<file path="src/inc/lfbp_pkg.sv">
// Package for the legacy link byte port: register map, field positions,
// reset values and timing constants.
// Assumes an 8-bit parallel host port with byte addresses.
package lfbp_pkg;

  // ----------------------------------------------------------------------
  // Register offsets
  // ----------------------------------------------------------------------
  localparam logic [7:0] LFBP_RX_LINK_BYTE_A = 8'h28;
  localparam logic [7:0] LFBP_RX_MATCH_BYTE_ONE_A = 8'h29;
  localparam logic [7:0] LFBP_RX_MATCH_BYTE_TWO_A = 8'h2a;
  localparam logic [7:0] LFBP_TX_LINK_BYTE_A = 8'h7e;
  localparam logic [7:0] LFBP_RX_LINK_BYTE_B = 8'hc8;
  localparam logic [7:0] LFBP_RX_MATCH_BYTE_ONE_B = 8'hc9;
  localparam logic [7:0] LFBP_RX_MATCH_BYTE_TWO_B = 8'hca;
  localparam logic [7:0] LFBP_TX_LINK_BYTE_B = 8'hfe;

  // ----------------------------------------------------------------------
  // Field positions of the loose status, mask and control bits
  // ----------------------------------------------------------------------
  localparam int LFBP_FLAG_MATCH = 0;
  localparam int LFBP_FLAG_TXEMPTY = 1;
  localparam int LFBP_FLAG_RXFULL = 2;
  localparam int LFBP_NFLAGS = 3;

  // ----------------------------------------------------------------------
  // Reset values and counts
  // ----------------------------------------------------------------------
  localparam logic [7:0] LFBP_BYTE_RESET = 8'h00;
  localparam logic [7:0] LFBP_FS_PATTERN = 8'h1c;
  localparam int LFBP_BYTE_BITS = 8;
  localparam int LFBP_STUFF_RUN = 5;
  localparam logic [2:0] LFBP_RUN_MAX = 3'h7;

  // Bit period 250 us, byte period 2 ms, at a 10 ns clock
  localparam int LFBP_CLK_NS = 10;
  localparam int LFBP_BIT_US = 250;
  localparam int LFBP_BYTE_US = 2000;
  localparam int LFBP_BYTE_CYCLES = LFBP_BYTE_US * 1000 / LFBP_CLK_NS;

  typedef enum logic [1:0] {LFBP_FMT_ESF, LFBP_FMT_D4} lfbp_fmt_t;

endpackage : lfbp_pkg

</file>
<file path="src/inc/lfbp_lane_if.sv">
// Interface carrying one framer lane between the top and a lane module.
// Assumes both ends on CLK; strobes are one-cycle pulses.
`timescale 1ns/1ns
interface lfbp_lane_if;
  logic rx_bit_stb;
  logic rx_bit;
  logic tx_bit_stb;
  logic tx_mf_stb;
  logic tx_bit;
  logic esf_mode;
  logic destuff_en;
  logic stuff_en;
  logic mf_load_en;
  logic fs_src_sel;
  logic tx_src_en;
  logic [7:0] match_one;
  logic [7:0] match_two;
  logic [7:0] tx_byte;
  logic tx_byte_wr;
  logic [7:0] rx_byte;
  logic ev_rx_full;
  logic ev_match;
  logic ev_tx_empty;

  modport lane
  (
    input rx_bit_stb, rx_bit, tx_bit_stb, tx_mf_stb, esf_mode,
    input destuff_en, stuff_en, mf_load_en, fs_src_sel, tx_src_en,
    input match_one, match_two, tx_byte, tx_byte_wr,
    output tx_bit, rx_byte, ev_rx_full, ev_match, ev_tx_empty
  );
  modport top
  (
    output rx_bit_stb, rx_bit, tx_bit_stb, tx_mf_stb, esf_mode,
    output destuff_en, stuff_en, mf_load_en, fs_src_sel, tx_src_en,
    output match_one, match_two, tx_byte, tx_byte_wr,
    input tx_bit, rx_byte, ev_rx_full, ev_match, ev_tx_empty
  );
endinterface : lfbp_lane_if

</file>
<file path="src/hw/lfbp_top.sv">
// Legacy link byte port top: two lanes, host register port, status,
// mask and interrupt.
// Assumes an 8-bit host port on CLK; framer strobes arrive as pins.
// Contract
// - Receive bits shift in, LSB first
// - Eight bits set receive full flag
// - Masked full event pulls interrupt low
// - Byte equal to match sets flag
// - Destuff drops zero after five ones
// - Zero after six ones is kept
// - Transmit byte sent LSB first
// - Eight bits sent set empty flag
// - Old byte resent if not rewritten
// - Stuffer inserts zero after five ones
// - Fs taken from byte with select clear
// - Multiframe load waits for boundary
// - Only one transmit source at once
// - Fs message fields use same registers
// - Each framer has own register set
`timescale 1ns/1ns
module lfbp_top
  import lfbp_pkg::*;
#(
  parameter int NLANES = 2
)
(
  // Clock and reset
  input wire logic CLK,
  input wire logic NRST,
  // Host register port
  input wire logic [7:0] ADDR,
  input wire logic [7:0] WDATA,
  input wire logic WR,
  input wire logic RD,
  output logic [7:0] RDATA,
  // Loose status, mask and control bits
  input wire logic [LFBP_NFLAGS-1:0] FLAG_CLR_A,
  input wire logic [LFBP_NFLAGS-1:0] FLAG_CLR_B,
  input wire logic [LFBP_NFLAGS-1:0] IRQ_MASK_A,
  input wire logic [LFBP_NFLAGS-1:0] IRQ_MASK_B,
  input wire logic [NLANES-1:0] ESF_MODE,
  input wire logic [NLANES-1:0] RX_ZERO_DESTUFF_EN,
  input wire logic [NLANES-1:0] TX_ZERO_STUFF_EN,
  input wire logic [NLANES-1:0] MULTIFRAME_LOAD_EN,
  input wire logic [NLANES-1:0] FS_SOURCE_SELECT,
  input wire logic [NLANES-1:0] HDLC_TX_ACTIVE,
  output logic [LFBP_NFLAGS-1:0] FLAGS_A,
  output logic [LFBP_NFLAGS-1:0] FLAGS_B,
  // Framer bit stream
  input wire logic [NLANES-1:0] RX_BIT_STB,
  input wire logic [NLANES-1:0] RX_BIT,
  input wire logic [NLANES-1:0] TX_BIT_STB,
  input wire logic [NLANES-1:0] TX_MF_STB,
  output logic [NLANES-1:0] TX_BIT,
  // Interrupt
  output logic INT_N
);

  typedef struct packed {
    logic [NLANES-1:0][2:0] rx_stb_sy;
    logic [NLANES-1:0][2:0] rx_bit_sy;
    logic [NLANES-1:0][2:0] tx_stb_sy;
    logic [NLANES-1:0][2:0] mf_stb_sy;
    logic [NLANES-1:0] rx_stb_lvl;
    logic [NLANES-1:0] tx_stb_lvl;
    logic [NLANES-1:0] mf_stb_lvl;
    logic [NLANES-1:0] rx_bit_lvl;
    logic [NLANES-1:0][7:0] match_one;
    logic [NLANES-1:0][7:0] match_two;
    logic [NLANES-1:0][7:0] tx_byte;
    logic [NLANES-1:0][LFBP_NFLAGS-1:0] flags;
    logic [7:0] rdata;
    logic irq_n;
  } lfbp_top_t;

  lfbp_top_t s_reg;
  lfbp_top_t s_next;
  logic [NLANES-1:0] rx_stb_p;
  logic [NLANES-1:0] tx_stb_p;
  logic [NLANES-1:0] mf_stb_p;
  logic [NLANES-1:0] tx_wr_p;
  logic [NLANES-1:0][7:0] rx_byte_w;
  logic [NLANES-1:0][LFBP_NFLAGS-1:0] ev_w;
  logic [NLANES-1:0][LFBP_NFLAGS-1:0] clr_w;
  logic [NLANES-1:0][LFBP_NFLAGS-1:0] mask_w;
  logic [NLANES-1:0] tx_bit_w;

  assign clr_w[0] = FLAG_CLR_A;
  assign clr_w[1] = FLAG_CLR_B;
  assign mask_w[0] = IRQ_MASK_A;
  assign mask_w[1] = IRQ_MASK_B;

  // ----------------------------------------------------------------------
  // Lanes, one register set each
  // ----------------------------------------------------------------------
  genvar g;
  generate
    for (g = 0; g < NLANES; g++)
    begin : gl
      lfbp_lane_if lif ();
      assign lif.rx_bit_stb = rx_stb_p[g];
      assign lif.rx_bit = s_reg.rx_bit_lvl[g];
      assign lif.tx_bit_stb = tx_stb_p[g];
      assign lif.tx_mf_stb = mf_stb_p[g];
      assign lif.esf_mode = ESF_MODE[g];
      assign lif.destuff_en = RX_ZERO_DESTUFF_EN[g];
      assign lif.stuff_en = TX_ZERO_STUFF_EN[g];
      assign lif.mf_load_en = MULTIFRAME_LOAD_EN[g];
      assign lif.fs_src_sel = FS_SOURCE_SELECT[g];
      // HDLC owns the transmit link while active
      assign lif.tx_src_en = !HDLC_TX_ACTIVE[g];
      assign lif.match_one = s_reg.match_one[g];
      assign lif.match_two = s_reg.match_two[g];
      assign lif.tx_byte = s_reg.tx_byte[g];
      assign lif.tx_byte_wr = tx_wr_p[g];
      assign rx_byte_w[g] = lif.rx_byte;
      assign ev_w[g][LFBP_FLAG_RXFULL] = lif.ev_rx_full;
      assign ev_w[g][LFBP_FLAG_MATCH] = lif.ev_match;
      assign ev_w[g][LFBP_FLAG_TXEMPTY] = lif.ev_tx_empty;
      assign tx_bit_w[g] = lif.tx_bit;
      lfbp_lane u_lane
      (
        .clk(CLK),
        .nrst(NRST),
        .lane(lif.lane)
      );
    end
  endgenerate

  // ----------------------------------------------------------------------
  // Pin qualification: second and third stage must agree
  // ----------------------------------------------------------------------
  always_comb
  begin
    s_next = s_reg;
    rx_stb_p = '0;
    tx_stb_p = '0;
    mf_stb_p = '0;
    tx_wr_p = '0;
    for (int i = 0; i < NLANES; i++)
    begin
      s_next.rx_stb_sy[i] = {s_reg.rx_stb_sy[i][1:0], RX_BIT_STB[i]};
      s_next.rx_bit_sy[i] = {s_reg.rx_bit_sy[i][1:0], RX_BIT[i]};
      s_next.tx_stb_sy[i] = {s_reg.tx_stb_sy[i][1:0], TX_BIT_STB[i]};
      s_next.mf_stb_sy[i] = {s_reg.mf_stb_sy[i][1:0], TX_MF_STB[i]};
      if (s_reg.rx_stb_sy[i][1] == s_reg.rx_stb_sy[i][2])
      begin
        s_next.rx_stb_lvl[i] = s_reg.rx_stb_sy[i][2];
      end
      if (s_reg.tx_stb_sy[i][1] == s_reg.tx_stb_sy[i][2])
      begin
        s_next.tx_stb_lvl[i] = s_reg.tx_stb_sy[i][2];
      end
      if (s_reg.mf_stb_sy[i][1] == s_reg.mf_stb_sy[i][2])
      begin
        s_next.mf_stb_lvl[i] = s_reg.mf_stb_sy[i][2];
      end
      if (s_reg.rx_bit_sy[i][1] == s_reg.rx_bit_sy[i][2])
      begin
        s_next.rx_bit_lvl[i] = s_reg.rx_bit_sy[i][2];
      end
      // Rising edge of qualified strobe is one event
      rx_stb_p[i] = s_next.rx_stb_lvl[i] && !s_reg.rx_stb_lvl[i];
      tx_stb_p[i] = s_next.tx_stb_lvl[i] && !s_reg.tx_stb_lvl[i];
      mf_stb_p[i] = s_next.mf_stb_lvl[i] && !s_reg.mf_stb_lvl[i];
      // Set wins over clear
      s_next.flags[i] = (s_reg.flags[i] & ~clr_w[i]) | ev_w[i];
    end
    // --------------------------------------------------------------------
    // Register writes and reads
    // --------------------------------------------------------------------
    if (WR)
    begin
      case (ADDR)
        LFBP_RX_MATCH_BYTE_ONE_A: s_next.match_one[0] = WDATA;
        LFBP_RX_MATCH_BYTE_TWO_A: s_next.match_two[0] = WDATA;
        LFBP_TX_LINK_BYTE_A:
        begin
          s_next.tx_byte[0] = WDATA;
          tx_wr_p[0] = 1'b1;
        end
        LFBP_RX_MATCH_BYTE_ONE_B: s_next.match_one[1] = WDATA;
        LFBP_RX_MATCH_BYTE_TWO_B: s_next.match_two[1] = WDATA;
        LFBP_TX_LINK_BYTE_B:
        begin
          s_next.tx_byte[1] = WDATA;
          tx_wr_p[1] = 1'b1;
        end
        default:
        begin
        end
      endcase
    end
    if (RD)
    begin
      case (ADDR)
        LFBP_RX_LINK_BYTE_A: s_next.rdata = rx_byte_w[0];
        LFBP_RX_MATCH_BYTE_ONE_A: s_next.rdata = s_reg.match_one[0];
        LFBP_RX_MATCH_BYTE_TWO_A: s_next.rdata = s_reg.match_two[0];
        LFBP_TX_LINK_BYTE_A: s_next.rdata = s_reg.tx_byte[0];
        LFBP_RX_LINK_BYTE_B: s_next.rdata = rx_byte_w[1];
        LFBP_RX_MATCH_BYTE_ONE_B: s_next.rdata = s_reg.match_one[1];
        LFBP_RX_MATCH_BYTE_TWO_B: s_next.rdata = s_reg.match_two[1];
        LFBP_TX_LINK_BYTE_B: s_next.rdata = s_reg.tx_byte[1];
        default: s_next.rdata = 8'h00;
      endcase
    end
    // --------------------------------------------------------------------
    // Interrupt: low while any masked flag stands
    // --------------------------------------------------------------------
    s_next.irq_n = 1'b1;
    for (int i = 0; i < NLANES; i++)
    begin
      if (|(s_next.flags[i] & mask_w[i]))
      begin
        s_next.irq_n = 1'b0;
      end
    end
  end

  always_ff @(posedge CLK or negedge NRST)
  begin
    if (!NRST)
    begin
      s_reg <= '0;
      s_reg.irq_n <= 1'b1;
    end
    else
    begin
      s_reg <= s_next;
    end
  end

  // ----------------------------------------------------------------------
  // Outputs
  // ----------------------------------------------------------------------
  assign RDATA = s_reg.rdata;
  assign FLAGS_A = s_reg.flags[0];
  assign FLAGS_B = s_reg.flags[1];
  assign TX_BIT = tx_bit_w;
  assign INT_N = s_reg.irq_n;

  // ----------------------------------------------------------------------
  // Checks
  // ----------------------------------------------------------------------
  full_irq_a: assert property (@(posedge CLK) disable iff (!NRST)
    (ev_w[0][LFBP_FLAG_RXFULL] && IRQ_MASK_A[LFBP_FLAG_RXFULL])
    |=> !INT_N)
    else $error("full event did not raise interrupt");
  match_irq_a: assert property (@(posedge CLK) disable iff (!NRST)
    (ev_w[1][LFBP_FLAG_MATCH] && IRQ_MASK_B[LFBP_FLAG_MATCH])
    |=> !INT_N)
    else $error("match event did not raise interrupt");
  empty_flag_a: assert property (@(posedge CLK) disable iff (!NRST)
    ev_w[0][LFBP_FLAG_TXEMPTY] |=> FLAGS_A[LFBP_FLAG_TXEMPTY])
    else $error("empty flag not set");
  flag_hold_a: assert property (@(posedge CLK) disable iff (!NRST)
    (FLAGS_A[LFBP_FLAG_RXFULL] && !FLAG_CLR_A[LFBP_FLAG_RXFULL])
    |=> FLAGS_A[LFBP_FLAG_RXFULL])
    else $error("flag dropped without clear");
  irq_idle_a: assert property (@(posedge CLK) disable iff (!NRST)
    (s_reg.flags[0] & IRQ_MASK_A) == '0
      && (s_reg.flags[1] & IRQ_MASK_B) == '0
      && $stable(IRQ_MASK_A) && $stable(IRQ_MASK_B)
      && $stable(s_reg.flags) |-> INT_N)
    else $error("interrupt low without cause");
  full_flag_a: assert property (@(posedge CLK) disable iff (!NRST)
    ev_w[1][LFBP_FLAG_RXFULL] |=> FLAGS_B[LFBP_FLAG_RXFULL])
    else $error("full flag not set");

endmodule : lfbp_top

</file>
<file path="src/hw/lfbp_lane.sv">
// One framer lane: receive shifter with destuffer and match, transmit
// shifter with zero stuffer.
// Assumes bit strobes already synchronised to CLK, one cycle each.
`timescale 1ns/1ns
module lfbp_lane
  import lfbp_pkg::*;
(
  // Clock and reset
  input wire logic clk,
  input wire logic nrst,
  // Lane signals
  lfbp_lane_if.lane lane
);

  typedef struct packed {
    logic [7:0] rx_sh;
    logic [3:0] rx_cnt;
    logic [2:0] rx_ones;
    logic [7:0] rx_byte;
    logic rx_full;
    logic match;
    logic [7:0] tx_sh;
    logic [3:0] tx_cnt;
    logic [2:0] tx_ones;
    logic tx_bit;
    logic tx_empty;
    logic tx_pend;
  } lfbp_lane_t;

  lfbp_lane_t s_reg;
  lfbp_lane_t s_next;
  logic drop_zero;
  logic stuff_now;
  logic load_ok;
  logic tx_go;

  // ----------------------------------------------------------------------
  // Next state
  // ----------------------------------------------------------------------
  always_comb
  begin
    s_next = s_reg;
    s_next.rx_full = 1'b0;
    s_next.match = 1'b0;
    s_next.tx_empty = 1'b0;
    // Run of exactly five ones then a zero is a stuffed zero
    drop_zero = lane.destuff_en && !lane.rx_bit
      && s_reg.rx_ones == 3'(LFBP_STUFF_RUN);
    stuff_now = lane.stuff_en && s_reg.tx_ones == 3'(LFBP_STUFF_RUN);
    // In D4 with multiframe load, reload waits for a boundary
    load_ok = !lane.mf_load_en || lane.esf_mode || lane.tx_mf_stb;
    // Fs select set in D4 hands the Fs slot to another source
    tx_go = lane.tx_bit_stb && lane.tx_src_en
      && (lane.esf_mode || !lane.fs_src_sel);
    if (lane.tx_byte_wr)
    begin
      s_next.tx_pend = 1'b1;
    end
    if (lane.rx_bit_stb)
    begin
      if (lane.rx_bit)
      begin
        if (s_reg.rx_ones != LFBP_RUN_MAX)
        begin
          s_next.rx_ones = s_reg.rx_ones + 3'h1;
        end
      end
      else
      begin
        s_next.rx_ones = 3'h0;
      end
      if (!drop_zero)
      begin
        // LSB first: shift in at the top
        s_next.rx_sh = {lane.rx_bit, s_reg.rx_sh[7:1]};
        if (s_reg.rx_cnt == 4'(LFBP_BYTE_BITS - 1))
        begin
          s_next.rx_cnt = 4'h0;
          // Unread byte is overwritten, as the host is given 2 ms
          s_next.rx_byte = {lane.rx_bit, s_reg.rx_sh[7:1]};
          s_next.rx_full = 1'b1;
          s_next.match = ({lane.rx_bit, s_reg.rx_sh[7:1]} == lane.match_one)
            || ({lane.rx_bit, s_reg.rx_sh[7:1]} == lane.match_two);
        end
        else
        begin
          s_next.rx_cnt = s_reg.rx_cnt + 4'h1;
        end
      end
    end
    if (tx_go)
    begin
      if (stuff_now)
      begin
        s_next.tx_bit = 1'b0;
        s_next.tx_ones = 3'h0;
      end
      else if (s_reg.tx_cnt == 4'(LFBP_BYTE_BITS) && !load_ok)
      begin
        // Hold line idle at previous bit until boundary
        s_next.tx_bit = s_reg.tx_bit;
      end
      else
      begin
        if (s_reg.tx_cnt == 4'(LFBP_BYTE_BITS))
        begin
          // Old byte is sent again if host wrote nothing new
          s_next.tx_sh = lane.tx_byte;
          s_next.tx_cnt = 4'h1;
          s_next.tx_bit = lane.tx_byte[0];
          s_next.tx_sh = {1'b0, lane.tx_byte[7:1]};
          s_next.tx_pend = lane.tx_byte_wr;
        end
        else
        begin
          s_next.tx_bit = s_reg.tx_sh[0];
          s_next.tx_sh = {1'b0, s_reg.tx_sh[7:1]};
          s_next.tx_cnt = s_reg.tx_cnt + 4'h1;
          if (s_reg.tx_cnt == 4'(LFBP_BYTE_BITS - 1))
          begin
            s_next.tx_empty = 1'b1;
          end
        end
        s_next.tx_ones = s_next.tx_bit
          ? ((s_reg.tx_ones == LFBP_RUN_MAX) ? s_reg.tx_ones
            : s_reg.tx_ones + 3'h1)
          : 3'h0;
      end
    end
  end

  always_ff @(posedge clk or negedge nrst)
  begin
    if (!nrst)
    begin
      s_reg <= '0;
      s_reg.tx_cnt <= 4'(LFBP_BYTE_BITS);
    end
    else
    begin
      s_reg <= s_next;
    end
  end

  assign lane.tx_bit = s_reg.tx_bit;
  assign lane.rx_byte = s_reg.rx_byte;
  assign lane.ev_rx_full = s_reg.rx_full;
  assign lane.ev_match = s_reg.match;
  assign lane.ev_tx_empty = s_reg.tx_empty;

  // ----------------------------------------------------------------------
  // Checks
  // ----------------------------------------------------------------------
  match_on_full_a: assert property (@(posedge clk) disable iff (!nrst)
    s_reg.match |-> s_reg.rx_full)
    else $error("match event without full byte");
  stuff_zero_a: assert property (@(posedge clk) disable iff (!nrst)
    (tx_go && stuff_now) |=> !s_reg.tx_bit)
    else $error("stuffed bit not zero");
  keep_six_a: assert property (@(posedge clk) disable iff (!nrst)
    (lane.rx_bit_stb && !lane.rx_bit && s_reg.rx_ones > 3'(LFBP_STUFF_RUN))
    |=> s_reg.rx_sh[7] == 1'b0)
    else $error("zero after long run dropped");
  drop_five_a: assert property (@(posedge clk) disable iff (!nrst)
    (lane.rx_bit_stb && lane.destuff_en && !lane.rx_bit
      && s_reg.rx_ones == 3'(LFBP_STUFF_RUN))
    |=> $stable(s_reg.rx_cnt))
    else $error("stuffed zero counted");

endmodule : lfbp_lane

</file>
<file path="config.mk">
export PLATFORM = sky130hd
export DESIGN_NAME = lfbp_top
export DESIGN_NICKNAME = d
export VERILOG_FILES = /design/src/inc/lfbp_pkg.sv /design/src/inc/lfbp_lane_if.sv /design/src/hw/lfbp_top.sv /design/src/hw/lfbp_lane.sv
export SDC_FILE = /design/constraint.sdc
export NUM_CORES = 1
export LEC_CHECK = 0
export ABC_CLOCK_PERIOD_IN_PS = 4400
export BUFFER_PORTS_ARGS = -buffer_cell sky130_fd_sc_hd__buf_2
export CAP_MARGIN = 20
export CORE_AREA = 2 2 140 142
export DETAILED_ROUTE_END_ITERATION = 12
export DIE_AREA = 0 0 142 144
export GPL_TIMING_DRIVEN = 1
export PLACE_DENSITY = 0.74
export RECOVER_POWER = 25
export REMOVE_ABC_BUFFERS = 1
export SYNTH_ARGS = -nofsm -noshare
export SYNTH_HDL_FRONTEND = slang
export SYNTH_SLANG_ARGS = --single-unit
export TNS_END_PERCENT = 50
</file>
<file path="constraint.sdc">
create_clock -name CLK -period 4.4 [get_ports CLK]
set_clock_uncertainty 0.2 [all_clocks]
set_input_delay 0.44 -clock CLK [delete_from_list [all_inputs] [get_ports CLK]]
set_output_delay 0.44 -clock CLK [all_outputs]
set_load 0.03 [all_outputs]
</file>
==> results.tsv <==
stage	metric	value	unit
status	status	complete, but fails checks	
status	failed_checks	max-capacitance violations, max-slew violations	
critical_path	required	4.51	ns
clock_network	clock-sinks	175	
placed_design	io_buffers	68	
sta	finalCritPeriodShare	62.22	%
logic_synthesis	syn_avg_cell_area	12.06	µm²
sta	slew_viol_final	27	
clock_network	cts_buffer_depth	2	
floorplanning	rows	51	
global_route	grt_max_degree	112	
power	powerDensity	436.4	nW/µm²
final_layout	final_nets	824	
logic_synthesis	ys_top_cells_by_count	dfrtp_1, mux2_2, nand2_1	
final_layout	ff_latch_area	4383	µm²
clock_network	cts_htree_levels	4	
critical_path	critPathMaxFanout	11	
power	cellLeakagePower	4.589	nW
floorplanning	die_h	144	µm
logic_synthesis	yosys_warnings	0	
critical_path	cp_cell_sequence	inv_1, ha_1, nand3b_1, or4b_1, o21ai_0, mux2_2	
sta	period_needed	2.738	ns
global_route	grt_pass1_vias	5189	
floorplanning	core	19080	µm²
route	routed_via_density	5.536	
sta	relSlewSlack	-11.44	%
clock_network	tritoncts	yes	
logic_synthesis	syn_inst	709	
critical_path	crit_path_end_kind	flip-flop	
placed_design	gp_congestion	0.8464	
floorplanning	die-area	20450	µm²
logic_synthesis	ys_async_sr_fraction	100.0	%
sta	setup_viol	0	
route	firstDrtPassIters	4	
route	drc_errors	0	
clock_network	post_cts_buffers	0	
power	vdd_drop_max	217.7	µV
critical_path	cp.arrival	2.85	ns
route	routed_wl	17170	µm
sta	fmax	0.3653	GHz
logic_synthesis	yosysTopAreaCell	dfrtp_1	
sta	finalHoldViolCount	0	
critical_path	critical_path_class	flip-flop to flip-flop	
critical_path	path_buf_inv	1	
logic_synthesis	ys_ff_latch	175	
critical_path	max_stage_delay	0.74	ns
run	drv_cap	1	
route	vias	5564	
global_route	antenna_found_initial	0	
clock_network	root_buffer	clkbuf_16	
final_layout	syn_to_final_growth	12.51	%
logic_synthesis	syn_area	8551	µm²
critical_path	worst-path-stages	6	
final_layout	diodes	0	
clock_network	clk_pin_slew	0.06	ns
logic_synthesis	synth_top_area_share	50.34	%
sta	tightest_slew	1.672	ns
sta	rsz0062_at_grt	false	
final_layout	fillCellCount	1673	
final_layout	layout-drive-gt1-share	28.68	%
logic_synthesis	ys_seq_area_share	51.26	%
global_route	grt_remaining_overflow	0	
clock_network	cts_hold_buffers	9	
global_route	track_usage	17.31	%
sta	hold_ws	0.04778	ns
route	drtIter0Drc	311	
floorplanning	die_w	142	µm
logic_synthesis	synth_most_common_cell	dfrtp_1	
floorplanning	ios	69	
logic_synthesis	ys.flop_type	dfrtp_1	
placed_design	dpl.hpwl	12030	µm
route	antenna_left	0	
sta	setup_tns	0	ns
clock_network	clk_latency	0.43	ns
logic_synthesis	synth_edf_count	0	
critical_path	worst_path_max_delay_cell	or4b_1	
critical_path	r2r_cells	6	
final_layout	multi_input_area	3747	µm²
logic_synthesis	synthDistinctLibCells	62	
min_path	min_path_cells	3	
final_layout	largest_register_ffs	56	
min_path	hp-class	input port to flip-flop	
critical_path	path_delay_family	simple AND/OR/NAND/NOR gates	
route	wl_per_cell	17.08	µm
clock_network	cts_buffers	17	
floorplanning	start_util	44.82	%
logic_synthesis	synthTopCellsByArea	dfrtp_1, mux2_2, xor2_1	
clock_network	cts-resized-gates	0	
critical_path	cp-start-kind	flip-flop	
global_route	grt_pass1_wl	27480	µm
-- path summary, 6_finish.rpt --
kind | start | to | slack, ns
setup reg to reg | gl[0].u_lane.s_reg[6] | gl[0].u_lane.lane.tx_bit | 1.66
max in group asynchronous | NRST | INT_N | 2.10
min in group asynchronous | NRST | gl[1].u_lane.s_reg[3] | 0.77
hold / removal | IRQ_MASK_B[2] | INT_N | 0.05
hold reg to reg | s_next[87] | s_next[88] | 0.15
setup / recovery | gl[0].u_lane.s_reg[6] | gl[0].u_lane.lane.tx_bit | 1.66
-- power breakdown --
| group | switching, mW | internal [mW] | total [mW] | leakage [nW] |
|---|---|---|---|---|
| registers | 0.232 | 1.84 | 2.08 | 2.29 |
| clock network | 0.626 | 0.852 | 1.48 | 0.280 |
| logic | 0.299 | 0.345 | 0.643 | 2.02 |
| total | 1.16 | 3.04 | 4.20 | 4.59 |
-- cell families after synthesis --
logic type,share of synthesized area [%]
AO/OA/AOI/OAI,7.053
XOR/XNOR,3.483
adder cells (fa/ha/maj),3.570
buffers and inverters,4.917
flip-flops,51.26
multiplexers,15.00
AND/OR/NAND/NOR,14.72
-- per-layer routing --
layer  wire length [µm]  global-route usage (%)  vias to the layer above
li1                   -                       -                     2675
met2               7991                   26.77                      126
met4                419                   7.263                        0
met3                733                   3.576                       23
met1               8021                   23.85                     2740
met5                  0                       0                        -
-- per-stage QoR --
stage	setup slack (ns)	power (mW)	std cells	cell area [µm²]	utilization [%]
floorplan	1.944	2.503	656	8265	-
global placement	1.642	2.710	963	8930	46.80
detailed placement	1.537	2.748	963	8930	46.80
CTS	1.680	4.239	1004	9600	50.32
global route	1.402	4.432	1005	9620	50.42
finish	1.662	4.198	1005	9620	50.42
-- worst min-delay path, stage by stage --
cell and delay, ns:
buf_2 0.08, a22o_1 0.12, nor2_1 0.04
-- layout by cell type, fill, tap and decap left out, types with 9 or more instances in the layout --
cell	instances
a211oi_1	24
buf_2	67
clkbuf_16	17
dfrtp_1	172
dlygate4sd3_1	9
ha_1	18
inv_1	35
mux2_2	101
mux2i_1	13
nand2_1	39
nand4b_1	26
nor2_1	16
nor3_1	12
nor4_1	16
o21ai_0	13
o22ai_1	12
or4bb_1	24
xor2_1	33
-- cell type report --
cell class,instances,area share [%]
Clock inverter,13,1.431
Clock buffer,19,4.604
Sequential cell,175,45.56
Tap cell,238,3.095
Multi-Input combinational cell,445,38.95
Inverter,36,1.405
Timing Repair Buffer,79,4.955
Power figures use the tool's default switching activity.
